==> src/verilog/ppm_pkg.sv <==
// Shared constants and types for the parallel port data pin multiplexer.
package ppm_pkg;

  // ****************************************************************
  // Widths
  // ****************************************************************
  localparam int PPM_DATA_W = 32;
  localparam int PPM_HALF_W = 16;
  localparam int PPM_CLK_N  = 2;

  // ****************************************************************
  // Levels and reset values
  // ****************************************************************
  localparam logic PPM_STRAP_EMIF   = 1'h1;
  localparam logic PPM_HOLDER_RST   = 1'h1;
  localparam logic PPM_CLKDIV_RST   = 1'h0;
  localparam logic PPM_LANE_OE_RST  = 1'h0;
  localparam logic PPM_LANE_DAT_RST = 1'h0;

  // ****************************************************************
  // Types
  // ****************************************************************
  typedef enum logic [1:0] {
    PPM_FUNC_UNSET,
    PPM_FUNC_EMIF,
    PPM_FUNC_GPIO
  } ppm_func_t;

  typedef struct packed {
    logic test_rst_n;
    logic emulation_pin_zero;
    logic emulation_pin_one_off;
  } ppm_emu_t;

  typedef struct packed {
    logic [PPM_DATA_W-1:0] dout;
    logic [PPM_DATA_W-1:0] oe;
  } ppm_pins_t;

endpackage : ppm_pkg

==> src/verilog/ppm_data_pin_mux.sv <==
// Parallel port data pin function select and pin state control.
//
// Behaviour
// - Strap sampled in reset; high makes low pins memory data, low reserves them.
// - Function fixed at reset release and never changes afterwards.
// - Strap high assigns upper pins to memory data 31:16, inputs after reset.
// - Low pins used as memory data are inputs on leaving reset.
// - Bus holders enabled at reset, later follow the software holder control.
// - Data pins high impedance while hold is requested.
// - In hold, memory clocks keep toggling unless their tristate bit is set.
// - Data pins high impedance in off mode.
// - Low data pins high impedance while reset input is low.
// - Strap low assigns upper pins to parallel I/O bits, inputs after reset.
`timescale 1ns/1ps
`default_nettype none
module ppm_data_pin_mux
  import ppm_pkg::*;
(
  input  wire logic                  i_clk,
  input  wire logic                  i_nrst,
  input  wire logic                  i_function_strap_pin,
  input  wire logic                  i_hold_req_n,
  input  wire ppm_emu_t              i_emu,
  input  wire logic                  i_bus_holder_sw_en,
  input  wire logic [PPM_CLK_N-1:0]  i_clock_out_hold_tristate,
  input  wire logic [PPM_DATA_W-1:0] i_ext_mem_dout,
  input  wire logic                  i_ext_mem_oe,
  input  wire logic [PPM_HALF_W-1:0] i_parallel_io_dout,
  input  wire logic [PPM_HALF_W-1:0] i_parallel_io_oe,
  input  wire logic [PPM_DATA_W-1:0] i_pin_d,
  output ppm_pins_t                  o_pins,
  output logic [PPM_DATA_W-1:0]      o_bus_holder_en,
  output logic [PPM_DATA_W-1:0]      o_ext_mem_data,
  output logic [PPM_HALF_W-1:0]      o_parallel_io_bits,
  output logic                       o_func_ext_mem,
  output logic                       o_func_parallel_io,
  output logic [PPM_CLK_N-1:0]       o_memory_clock_output,
  output logic [PPM_CLK_N-1:0]       o_memory_clock_oe
);

  // ****************************************************************
  // Function selection
  // ****************************************************************
  logic      strap_sample_reg;
  ppm_func_t func_reg;
  logic      func_unset;
  logic      func_emif;

  // Strap follows the pin for as long as reset is seen low.
  always_ff @(posedge i_clk) begin
    if (!i_nrst) begin
      strap_sample_reg <= i_function_strap_pin;
    end
  end

  // Function is chosen on the first edge after release and then frozen.
  always_ff @(posedge i_clk or negedge i_nrst) begin
    if (!i_nrst) begin
      func_reg <= PPM_FUNC_UNSET;
    end else begin
      case (func_reg)
        PPM_FUNC_UNSET: begin
          func_reg <= (strap_sample_reg == PPM_STRAP_EMIF) ? PPM_FUNC_EMIF : PPM_FUNC_GPIO;
        end
        PPM_FUNC_EMIF: func_reg <= PPM_FUNC_EMIF;
        PPM_FUNC_GPIO: func_reg <= PPM_FUNC_GPIO;
        default:       func_reg <= PPM_FUNC_UNSET;
      endcase
    end
  end

  assign func_unset         = (func_reg == PPM_FUNC_UNSET);
  assign func_emif          = (func_reg == PPM_FUNC_EMIF);
  assign o_func_ext_mem     = func_emif;
  assign o_func_parallel_io = (func_reg == PPM_FUNC_GPIO);

  // ****************************************************************
  // High impedance conditions
  // ****************************************************************
  logic off_mode;
  logic hold_active;
  logic force_z_low;
  logic force_z_high;

  assign off_mode     = !i_emu.test_rst_n && i_emu.emulation_pin_zero && !i_emu.emulation_pin_one_off;
  assign hold_active  = !i_hold_req_n;
  assign force_z_low  = !i_nrst || off_mode || hold_active || !func_emif;
  assign force_z_high = !i_nrst || off_mode || hold_active || func_unset;

  // ****************************************************************
  // Pin lanes
  // ****************************************************************
  logic [PPM_HALF_W-1:0] low_req;
  logic [PPM_HALF_W-1:0] high_req;
  logic [PPM_HALF_W-1:0] high_dout;
  logic [PPM_HALF_W-1:0] low_rx;
  logic [PPM_HALF_W-1:0] high_rx;
  logic [PPM_HALF_W-1:0] low_out;
  logic [PPM_HALF_W-1:0] low_oe;
  logic [PPM_HALF_W-1:0] high_out;
  logic [PPM_HALF_W-1:0] high_oe;

  assign low_req   = func_emif ? {PPM_HALF_W{i_ext_mem_oe}} : '0;
  assign high_req  = func_emif ? {PPM_HALF_W{i_ext_mem_oe}} : i_parallel_io_oe;
  assign high_dout = func_emif ? i_ext_mem_dout[PPM_DATA_W-1:PPM_HALF_W] : i_parallel_io_dout;

  ppm_pin_lane #(.W(PPM_HALF_W)) u_low_lane (
    .i_clk       (i_clk),
    .i_nrst      (i_nrst),
    .i_dout      (i_ext_mem_dout[PPM_HALF_W-1:0]),
    .i_drive_req (low_req),
    .i_clear     (func_unset),
    .i_force_z   (force_z_low),
    .i_pin_in    (i_pin_d[PPM_HALF_W-1:0]),
    .o_pin_out   (low_out),
    .o_pin_oe    (low_oe),
    .o_rx        (low_rx)
  );

  ppm_pin_lane #(.W(PPM_HALF_W)) u_high_lane (
    .i_clk       (i_clk),
    .i_nrst      (i_nrst),
    .i_dout      (high_dout),
    .i_drive_req (high_req),
    .i_clear     (func_unset),
    .i_force_z   (force_z_high),
    .i_pin_in    (i_pin_d[PPM_DATA_W-1:PPM_HALF_W]),
    .o_pin_out   (high_out),
    .o_pin_oe    (high_oe),
    .o_rx        (high_rx)
  );

  // Both lanes meet in the pin carrier.
  assign o_pins             = '{dout: {high_out, low_out}, oe: {high_oe, low_oe}};
  assign o_ext_mem_data     = {high_rx, low_rx};
  assign o_parallel_io_bits = high_rx;

  // ****************************************************************
  // Bus holders
  // ****************************************************************
  logic holder_reg;

  always_ff @(posedge i_clk or negedge i_nrst) begin
    if (!i_nrst) begin
      holder_reg <= PPM_HOLDER_RST;
    end else begin
      holder_reg <= i_bus_holder_sw_en;
    end
  end

  assign o_bus_holder_en = {PPM_DATA_W{holder_reg}};

  // ****************************************************************
  // Memory clock outputs
  // ****************************************************************
  logic clk_div_reg;

  // Free running divide by two of the core clock.
  always_ff @(posedge i_clk or negedge i_nrst) begin
    if (!i_nrst) begin
      clk_div_reg <= PPM_CLKDIV_RST;
    end else begin
      clk_div_reg <= !clk_div_reg;
    end
  end

  assign o_memory_clock_output = {PPM_CLK_N{clk_div_reg}};
  assign o_memory_clock_oe     = ~({PPM_CLK_N{hold_active}} & i_clock_out_hold_tristate);
endmodule : ppm_data_pin_mux
`default_nettype wire

==> src/verilog/ppm_pin_lane.sv <==
// One group of data pins: registered drive data, enable and input capture.
`timescale 1ns/1ps
`default_nettype none
module ppm_pin_lane
  import ppm_pkg::*;
#(
  parameter int W = PPM_HALF_W
) (
  input  wire logic         i_clk,
  input  wire logic         i_nrst,
  input  wire logic [W-1:0] i_dout,
  input  wire logic [W-1:0] i_drive_req,
  input  wire logic         i_clear,
  input  wire logic         i_force_z,
  input  wire logic [W-1:0] i_pin_in,
  output logic      [W-1:0] o_pin_out,
  output logic      [W-1:0] o_pin_oe,
  output logic      [W-1:0] o_rx
);

  logic [W-1:0] out_reg;
  logic [W-1:0] oe_reg;
  logic [W-1:0] rx_reg;

  // Drive data register.
  always_ff @(posedge i_clk or negedge i_nrst) begin
    if (!i_nrst) begin
      out_reg <= {W{PPM_LANE_DAT_RST}};
    end else begin
      out_reg <= i_dout;
    end
  end

  // Enable register, held clear until the function is fixed.
  always_ff @(posedge i_clk or negedge i_nrst) begin
    if (!i_nrst) begin
      oe_reg <= {W{PPM_LANE_OE_RST}};
    end else if (i_clear) begin
      oe_reg <= {W{PPM_LANE_OE_RST}};
    end else begin
      oe_reg <= i_drive_req;
    end
  end

  // Input capture register.
  always_ff @(posedge i_clk or negedge i_nrst) begin
    if (!i_nrst) begin
      rx_reg <= {W{PPM_LANE_DAT_RST}};
    end else begin
      rx_reg <= i_pin_in;
    end
  end

  assign o_pin_out = out_reg;
  assign o_pin_oe  = i_force_z ? {W{PPM_LANE_OE_RST}} : oe_reg;
  assign o_rx      = rx_reg;

endmodule : ppm_pin_lane
`default_nettype wire

==> config.mk <==
export PLATFORM = sky130hd
export DESIGN_NAME = ppm_data_pin_mux
export DESIGN_NICKNAME = d
export VERILOG_FILES = /design/src/verilog/ppm_pkg.sv /design/src/verilog/ppm_data_pin_mux.sv /design/src/verilog/ppm_pin_lane.sv
export SDC_FILE = /design/constraint.sdc
export NUM_CORES = 1
export LEC_CHECK = 0
export BUFFER_PORTS_ARGS = -buffer_cell sky130_fd_sc_hd__buf_4
export CORE_ASPECT_RATIO = 0.7
export CORE_MARGIN = 5
export CORE_UTILIZATION = 39
export CTS_CLUSTER_SIZE = 20
export DETAILED_ROUTE_END_ITERATION = 6
export PLACE_DENSITY = 0.8
export SYNTH_ARGS = -nofsm -noshare
export SYNTH_HDL_FRONTEND = slang
export SYNTH_SLANG_ARGS = --single-unit
==> constraint.sdc <==
create_clock -name i_clk -period 3.25 [get_ports i_clk]
set_input_delay 0.975 -clock i_clk [delete_from_list [all_inputs] [get_ports i_clk]]
set_output_delay 0.975 -clock i_clk [all_outputs]
set_load 0.005 [all_outputs]
# ---- Yosys cells after proc, flatten, opt, wreduce, memory -nomap -nowiden
# Index checks and enable logic that the tools add are counted.
dict set report op_classes {
  reduce_logical 13
  n_bitwise 2
  eq_ne 2
  n_mux 9
}
# cell count
set ops {}
lappend ops {{2-to-1 mux 16 bit} 7}
lappend ops {{zero test 1 bit} 6}
lappend ops {{case mux 2 bit (3 select lines)} 1}
lappend ops {{logical OR 1 bit} 4}
lappend ops {{bitwise AND 2 bit} 1}
lappend ops {{== test 2 x 1 -> 1 bit, second input constant} 1}
lappend ops {{== test 2 bit, second input constant} 1}
lappend ops {{logical AND 1 bit} 2}
lappend ops {{zero test 2 bit} 1}
lappend ops {{2-to-1 mux 2 bit} 1}
lappend ops {{inverter 2 bit} 1}
dict set report word_totals {
  register_bits 101
  out_inout_bits 150
}

# ---- Depth between registers and ports, before layout
# Gate-level depths: netlist of run 1.
dict set report logic_depth {
  depth_word 7
  depth_mapped 5
  ltp_nobuf 2
}

# ---- Cells and area by module
# From an unflattened synthesis of run 1, not the netlist that was laid out.
dict set report hier_totals {
  cells_unflattened 272
  hier_area_um2 3952.5
}
# module area_each_um2 n_inst cells_each seq_area_each_um2
set modules_own_cells {}
lappend modules_own_cells {ppm_pin_lane 1488.9 2 82 1201.2}
lappend modules_own_cells {ppm_data_pin_mux 974.7 1 108 131.4}

# ---- Least setup slack after synthesis of run 1
# Ideal clock, no wire load.
dict set report synth_path {
  kind {input to output}
  from {input port i_emu[1] (netlist name)}
  to {output port o_pins[10] (netlist name)}
  setup_slack_ns 0.019
  cell_stages 3
  arrival_time_ns 2.256
  n_path_buf 1
  cell_sequence {nor3b_2 > nor4b_2 > buf_4}
}
# element line_no
set synth_rtl {}
lappend synth_rtl {{start: declaration} ppm_data_pin_mux.sv:23} ;# input wire ppm_emu_t i_emu,
lappend synth_rtl {{end: declaration} ppm_data_pin_mux.sv:31} ;# output ppm_pins_t o_pins,

==> results of run 1 <==
[Yosys cell counts, drive strengths merged]
cell type | n | share of area
nor2 | 3 | 0.0035
nand3b | 1 | 0.0023
inv | 4 | 0.0047
nor4b | 1 | 0.0047
nor2b | 1 | 0.0020
dfstp | 1 | 0.0082
nor3b | 17 | 0.041
buf | 72 | 0.17
o211ai | 1 | 0.0023
edfxtp | 1 | 0.0094
dfrtp | 84 | 0.65
nand2b | 2 | 0.0039
nand2 | 33 | 0.039
mux2 | 16 | 0.056
a21oi | 1 | 0.0016
[power groups by stage]
stage	clock network, mW	registers (mW)	logic (mW)
2_1_floorplan	0	1.35	0.363
3_5_place_dp	0	1.36	0.756
4_1_cts	1.00	1.34	0.762
6_report	0.974	1.34	0.744
5_1_grt	1.05	1.36	0.814
3_3_place_gp	0	1.35	0.739
[layout make-up]
type	count	area, um2	share of cell area
Clock buffer	10	229	0.0453
Clock inverter	6	62.6	0.0124
Inverter	4	15.0	0.00297
Multi-Input combinational cell	76	508	0.100
Sequential cell	86	2160	0.427
Tap cell	101	126	0.0250
Timing Repair Buffer	261	1960	0.387
[worst paths after layout]
path                                                             to  slack (ps)
max in group asynchronous         u_low_lane.o_pin_out[9]$_DFF_PN0_        2110
worst min register to register                clk_div_reg$_DFF_PN0_         450
worst max register to register  u_high_lane.o_pin_out[15]$_DFF_PN0_        1760
worst min-delay path                          clk_div_reg$_DFF_PN0_         450
worst max-delay path                                     o_pins[14]          90
min in group asynchronous           u_low_lane.oe_reg[14]$_DFF_PN0_         750
[per-layer routing]
metal	part of all wire	vias to the layer above	GRT usage
li1	-	1084	-
met1	0.32	1126	0.172
met2	0.54	151	0.314
met3	0.11	20	0.0725
met4	0.024	0	0.0628
met5	0	-	0
[cells by family after synthesis]
kind of cell / share of synthesized area
DFF: 0.673
buffers and inverters: 0.171
and+or+nand+nor: 0.0963
muxes: 0.0561
AOI/OAI and AO/OA: 0.00390
[metrics by stage]
step                area [um2]  setup slack (ps)
finish                    5060              89.4
CTS                       5060              88.9
global placement          4760             -74.5
floorplan                 3210              19.0
detailed placement        4760              -158
global route              5060              8.11
[repair_timing]
item / 4_1_cts / 5_1_grt
resized for setup: 1 / 0
setup endpoints to repair: 21 / 0
hold buffers: 0 / 0
==> metrics, run 1 <==
first-pass GRT wire length 13500 um; Die W 118 um; worst vdd ir 366 uV; r2r worst-path depth 4; clock skew slightly below 3 ps; share of cells above drive strength 1 0.666; Final Critical Period 3160 ps; critical path launch point i_emu[2]; clock network power share 0.319; Final Core Density 0.637; Top delay family on crit path simple AND/OR/NAND/NOR gates; most frequent cells in the layout buf_4 (261), dfrtp_1 (84), nand2_1 (33); slowest cell on the critical path nor3b_4; delay of the slowest critical-path stage around 620 ps; Layout fillers 630; commonest non-fill, non-tap cell in the layout buf_4; max_slew headroom 0.198; HPWL Detailed 7220 um; CTS Root Cell clkbuf_16; Worst-Margin Slew between 1000 and 1500 ps; H-tree levels 3; DR pass1 iterations 4; RSZ-0062 raised after global routing no; DIE AREA 10200 um2; Routed Antenna Nets 0; CTS Buf Count 9; starting density of the core 0.404; max-slew violation count 0; initial antenna violation count 0; Placed Cells 528; Layout Cells excl Fill 544; global route overflow 0; RePlAce Congestion 0.826; Synth-to-Final Area Change 57.6%; IO Port Bufs 256; worst skew pair latency 320 ps; switch share 0.250; CP Launch Type input port; Buf/Inv on CP 3; Tot GR Track Use 0.170; clock sink total 86; power share of the combinational group 0.244; endpoints failing hold 0; leakage power roughly 2.7 nW; Tcrit/Tclk final 0.972; worst flop-to-flop path startpoint func_reg[1]$_DFF_PN0_; Synth Instances 238; sequential element share of the synthesized area 0.673; P_int 2.29 mW; post-synthesis register bit count 86; via count 2381; Switching Power 766 uW; Crit path top cell by count buf_4; Final TNS setup 0 ps; fmax 316 MHz; CP endpoint kind output port; Synth cell types 19; initial drt markers 108; Worst EP arrival 2190 ps; endpoints failing setup 0; total DRC errors in the routed layout 0; Synth warnings 0; Die Ht 85.9 um; PD cells 604 nW/um2; status completed; Tot Pwr 3.06 mW; total of max-cap violations 0; Detailed Route WL 8970 um; CTS clk-pin slew, worst paths 60 ps; WL/cell between 15 and 20 um; hold_ws 451 ps; CORE AREA 7940 um2; Crit. path cell count 5; net count after synthesis 345; Max Root-Sink Buffers 2; CTS tree yes; largest net degree at the start of global routing 44; fin nets 545; drt via density 4.38; worst hold start clk_div_reg$_DFF_PN0_; critical path class in -> out; WP data required 2270 ps; row count 27; Cell Area, Synth 3210 um2; IO Pins 257; HP Class reg -> reg; # diodes 0; Seq pwr share 0.438; post-CTS setup buffer count 0; Avg Synthesized Cell Area 13.5 um2; Hold Path Cell Cnt 1; maximum fanout along the worst path 17; vias in the first global route 2608; crit-path cells buf_4 > nor3b_4 > nor4b_2 > buf_4 > buf_4
No activity file was read; power rests on OpenSTA's default activity.
==> run 2, diff against run 1 <==
--- a/config.mk
+++ b/config.mk
@@ -11,7 +11,7 @@
 export CORE_UTILIZATION = 39
 export CTS_CLUSTER_SIZE = 20
 export DETAILED_ROUTE_END_ITERATION = 6
-export PLACE_DENSITY = 0.8
+export PLACE_DENSITY = 0.78
 export SYNTH_ARGS = -nofsm -noshare
 export SYNTH_HDL_FRONTEND = slang
 export SYNTH_SLANG_ARGS = --single-unit
==> run 2 against run 1 <==
  * Sequential power about the same
  * Core utilization fell by 0.20 points
  * Fmax rose by 0.76%
  * Via count shrank 0.17%
  * Clock power fell by 2.6%
  * Clock skew is 1.7 ps higher
  * Critical endpoint is now o_pins[9]
  * Largest cell class unchanged
  * Largest power group unchanged
==> metrics, run 2 (synthesis gave the netlist of run 1 again) <==
status completed; Routed Antenna Nets 0; CP Launch Type input port; first-pass GRT wire length 14400 um; global route overflow 0; HPWL Detailed approximately 7500 um; share of cells above drive strength 1 0.668; CTS tree yes; WP data required 2270 ps; CORE AREA 7940 um2; Worst EP arrival ~2200 ps; worst skew pair latency 330 ps; endpoints failing hold 0; most frequent cells in the layout buf_4 (262), dfrtp_1 (84), nand2_1 (33); worst vdd ir 454 uV; clock skew 4.56 ps; Tcrit/Tclk final 0.965; DIE AREA 10200 um2; post-CTS setup buffer count 0; H-tree levels 3; CTS Buf Count 9; WL/cell between 15 and 20 um; clock network power share 0.313; total DRC errors in the routed layout 0; drt via density 4.39; Final TNS setup 0 ps; max_slew headroom 0.434; clock sink total between 80 and 90; Sequential Area 2160 um2; Seq pwr share 0.443; fmax 319 MHz; IO Port Bufs 256; commonest non-fill, non-tap cell in the layout buf_4; slowest cell on the critical path nor3b_4; RePlAce Congestion 0.807; multi-input logic area between 500 and 600 um2; max-slew violation count 0; initial antenna violation count 0; Die Ht between 80 and 90 um; row count 27; HP Class in -> async; P_int about 2.3 mW; PD cells between 600 and 700 nW/um2; crit-path cells buf_4 > nor3b_4 > nor4b_2 > buf_4 > buf_4; CTS clk-pin slew, worst paths roughly 60 ps; total of max-cap violations 0; RSZ-0062 raised after global routing no; fin nets 546; # diodes 0; Die W 118 um; Buf/Inv on CP 3; via count ~2400; Top delay family on crit path simple AND/OR/NAND/NOR gates; Crit path top cell by count buf_4; endpoints failing setup 0; critical path class in -> out; initial drt markers 105; hold-fix buffers at CTS 0; switch share 0.250; maximum fanout along the worst path 17; starting density of the core 0.404; Final Critical Period 3140 ps; Layout fillers 632; power share of the combinational group 0.245; largest net degree at the start of global routing 68; PostCTS Resize Cnt 1; Worst-Margin Slew 849 ps; vias in the first global route 2526; CTS Root Cell clkbuf_16; Max Root-Sink Buffers 2; Final Core Density 0.635; Synth-to-Final Area Change 57.1%; hold_ws 443 ps; leakage power 2.67 nW; CP endpoint kind output port; Detailed Route WL about 9400 um; delay of the slowest critical-path stage just under 600 ps; IO Pins 257; Tot GR Track Use 0.184; Switching Power 759 uW; DR pass1 iterations 4
## run 2: worst paths after layout
kind | slack, ps | endpoint | startpoint | cells past startpoint
setup / recovery | 110 | o_pins[9] | i_emu[2] | 5
hold / removal | 440 | u_low_lane.oe_reg[14]$_DFF_PN0_ | i_nrst | 1
setup reg to reg | 1740 | u_high_lane.oe_reg[14]$_DFF_PN0_ | func_reg[1]$_DFF_PN0_ | 3
hold reg to reg | 450 | func_reg[1]$_DFF_PN0_ | strap_sample_reg$_DFFE_PN_ | 1
max in group asynchronous | 1780 | u_high_lane.o_pin_out[4]$_DFF_PN0_ | i_nrst | 2
min in group i_clk | 450 | func_reg[1]$_DFF_PN0_ | strap_sample_reg$_DFFE_PN_ | 1
## run 2: routing by layer
| metal | vias up | global-route usage | part of all wire |
|---|---|---|---|
| met5 | - | 0 | 0 |
| li1 | 1084 | - | - |
| met2 | 141 | 0.322 | 0.54 |
| met1 | 1141 | 0.211 | 0.36 |
| met3 | 11 | 0.0771 | 0.094 |
| met4 | 0 | 0.0474 | 0.011 |
## run 2: metrics by stage
step	cells	setup WS (ps)	power [mW]	instance area (um2)
2_1_floorplan	238	19.0	1.71	3210
4_1_cts	541	102	3.08	5040
5_1_grt	541	25.7	3.20	5040
6_report	541	113	3.04	5040
3_3_place_gp	529	-116	2.10	4770
3_5_place_dp	529	-138	2.12	4770
## run 2: layout make-up
class                      count  share of cell area
multi-input combinational     76               0.101
inverter                       4             0.00298
tap                          101              0.0251
clock buffer                   9              0.0447
sequential                    86               0.428
clock inverter                 3             0.00794
timing repair buffer         262               0.390
## run 2: power groups by stage
stage / Clock [mW] / Combinational (mW) / Sequential (mW)
CTS: 0.977 / 0.762 / 1.34
finish: 0.949 / 0.743 / 1.34
floorplan: 0 / 0.363 / 1.35
global placement: 0 / 0.743 / 1.35
detailed placement: 0 / 0.756 / 1.36
global route: 1.03 / 0.811 / 1.36
## run 2: worst reg2reg max path, cell delays in order, from the launching register on
cell and delay, ps:
dfrtp_1 490, buf_4 260, nand3b_1 490, nand2_1 120
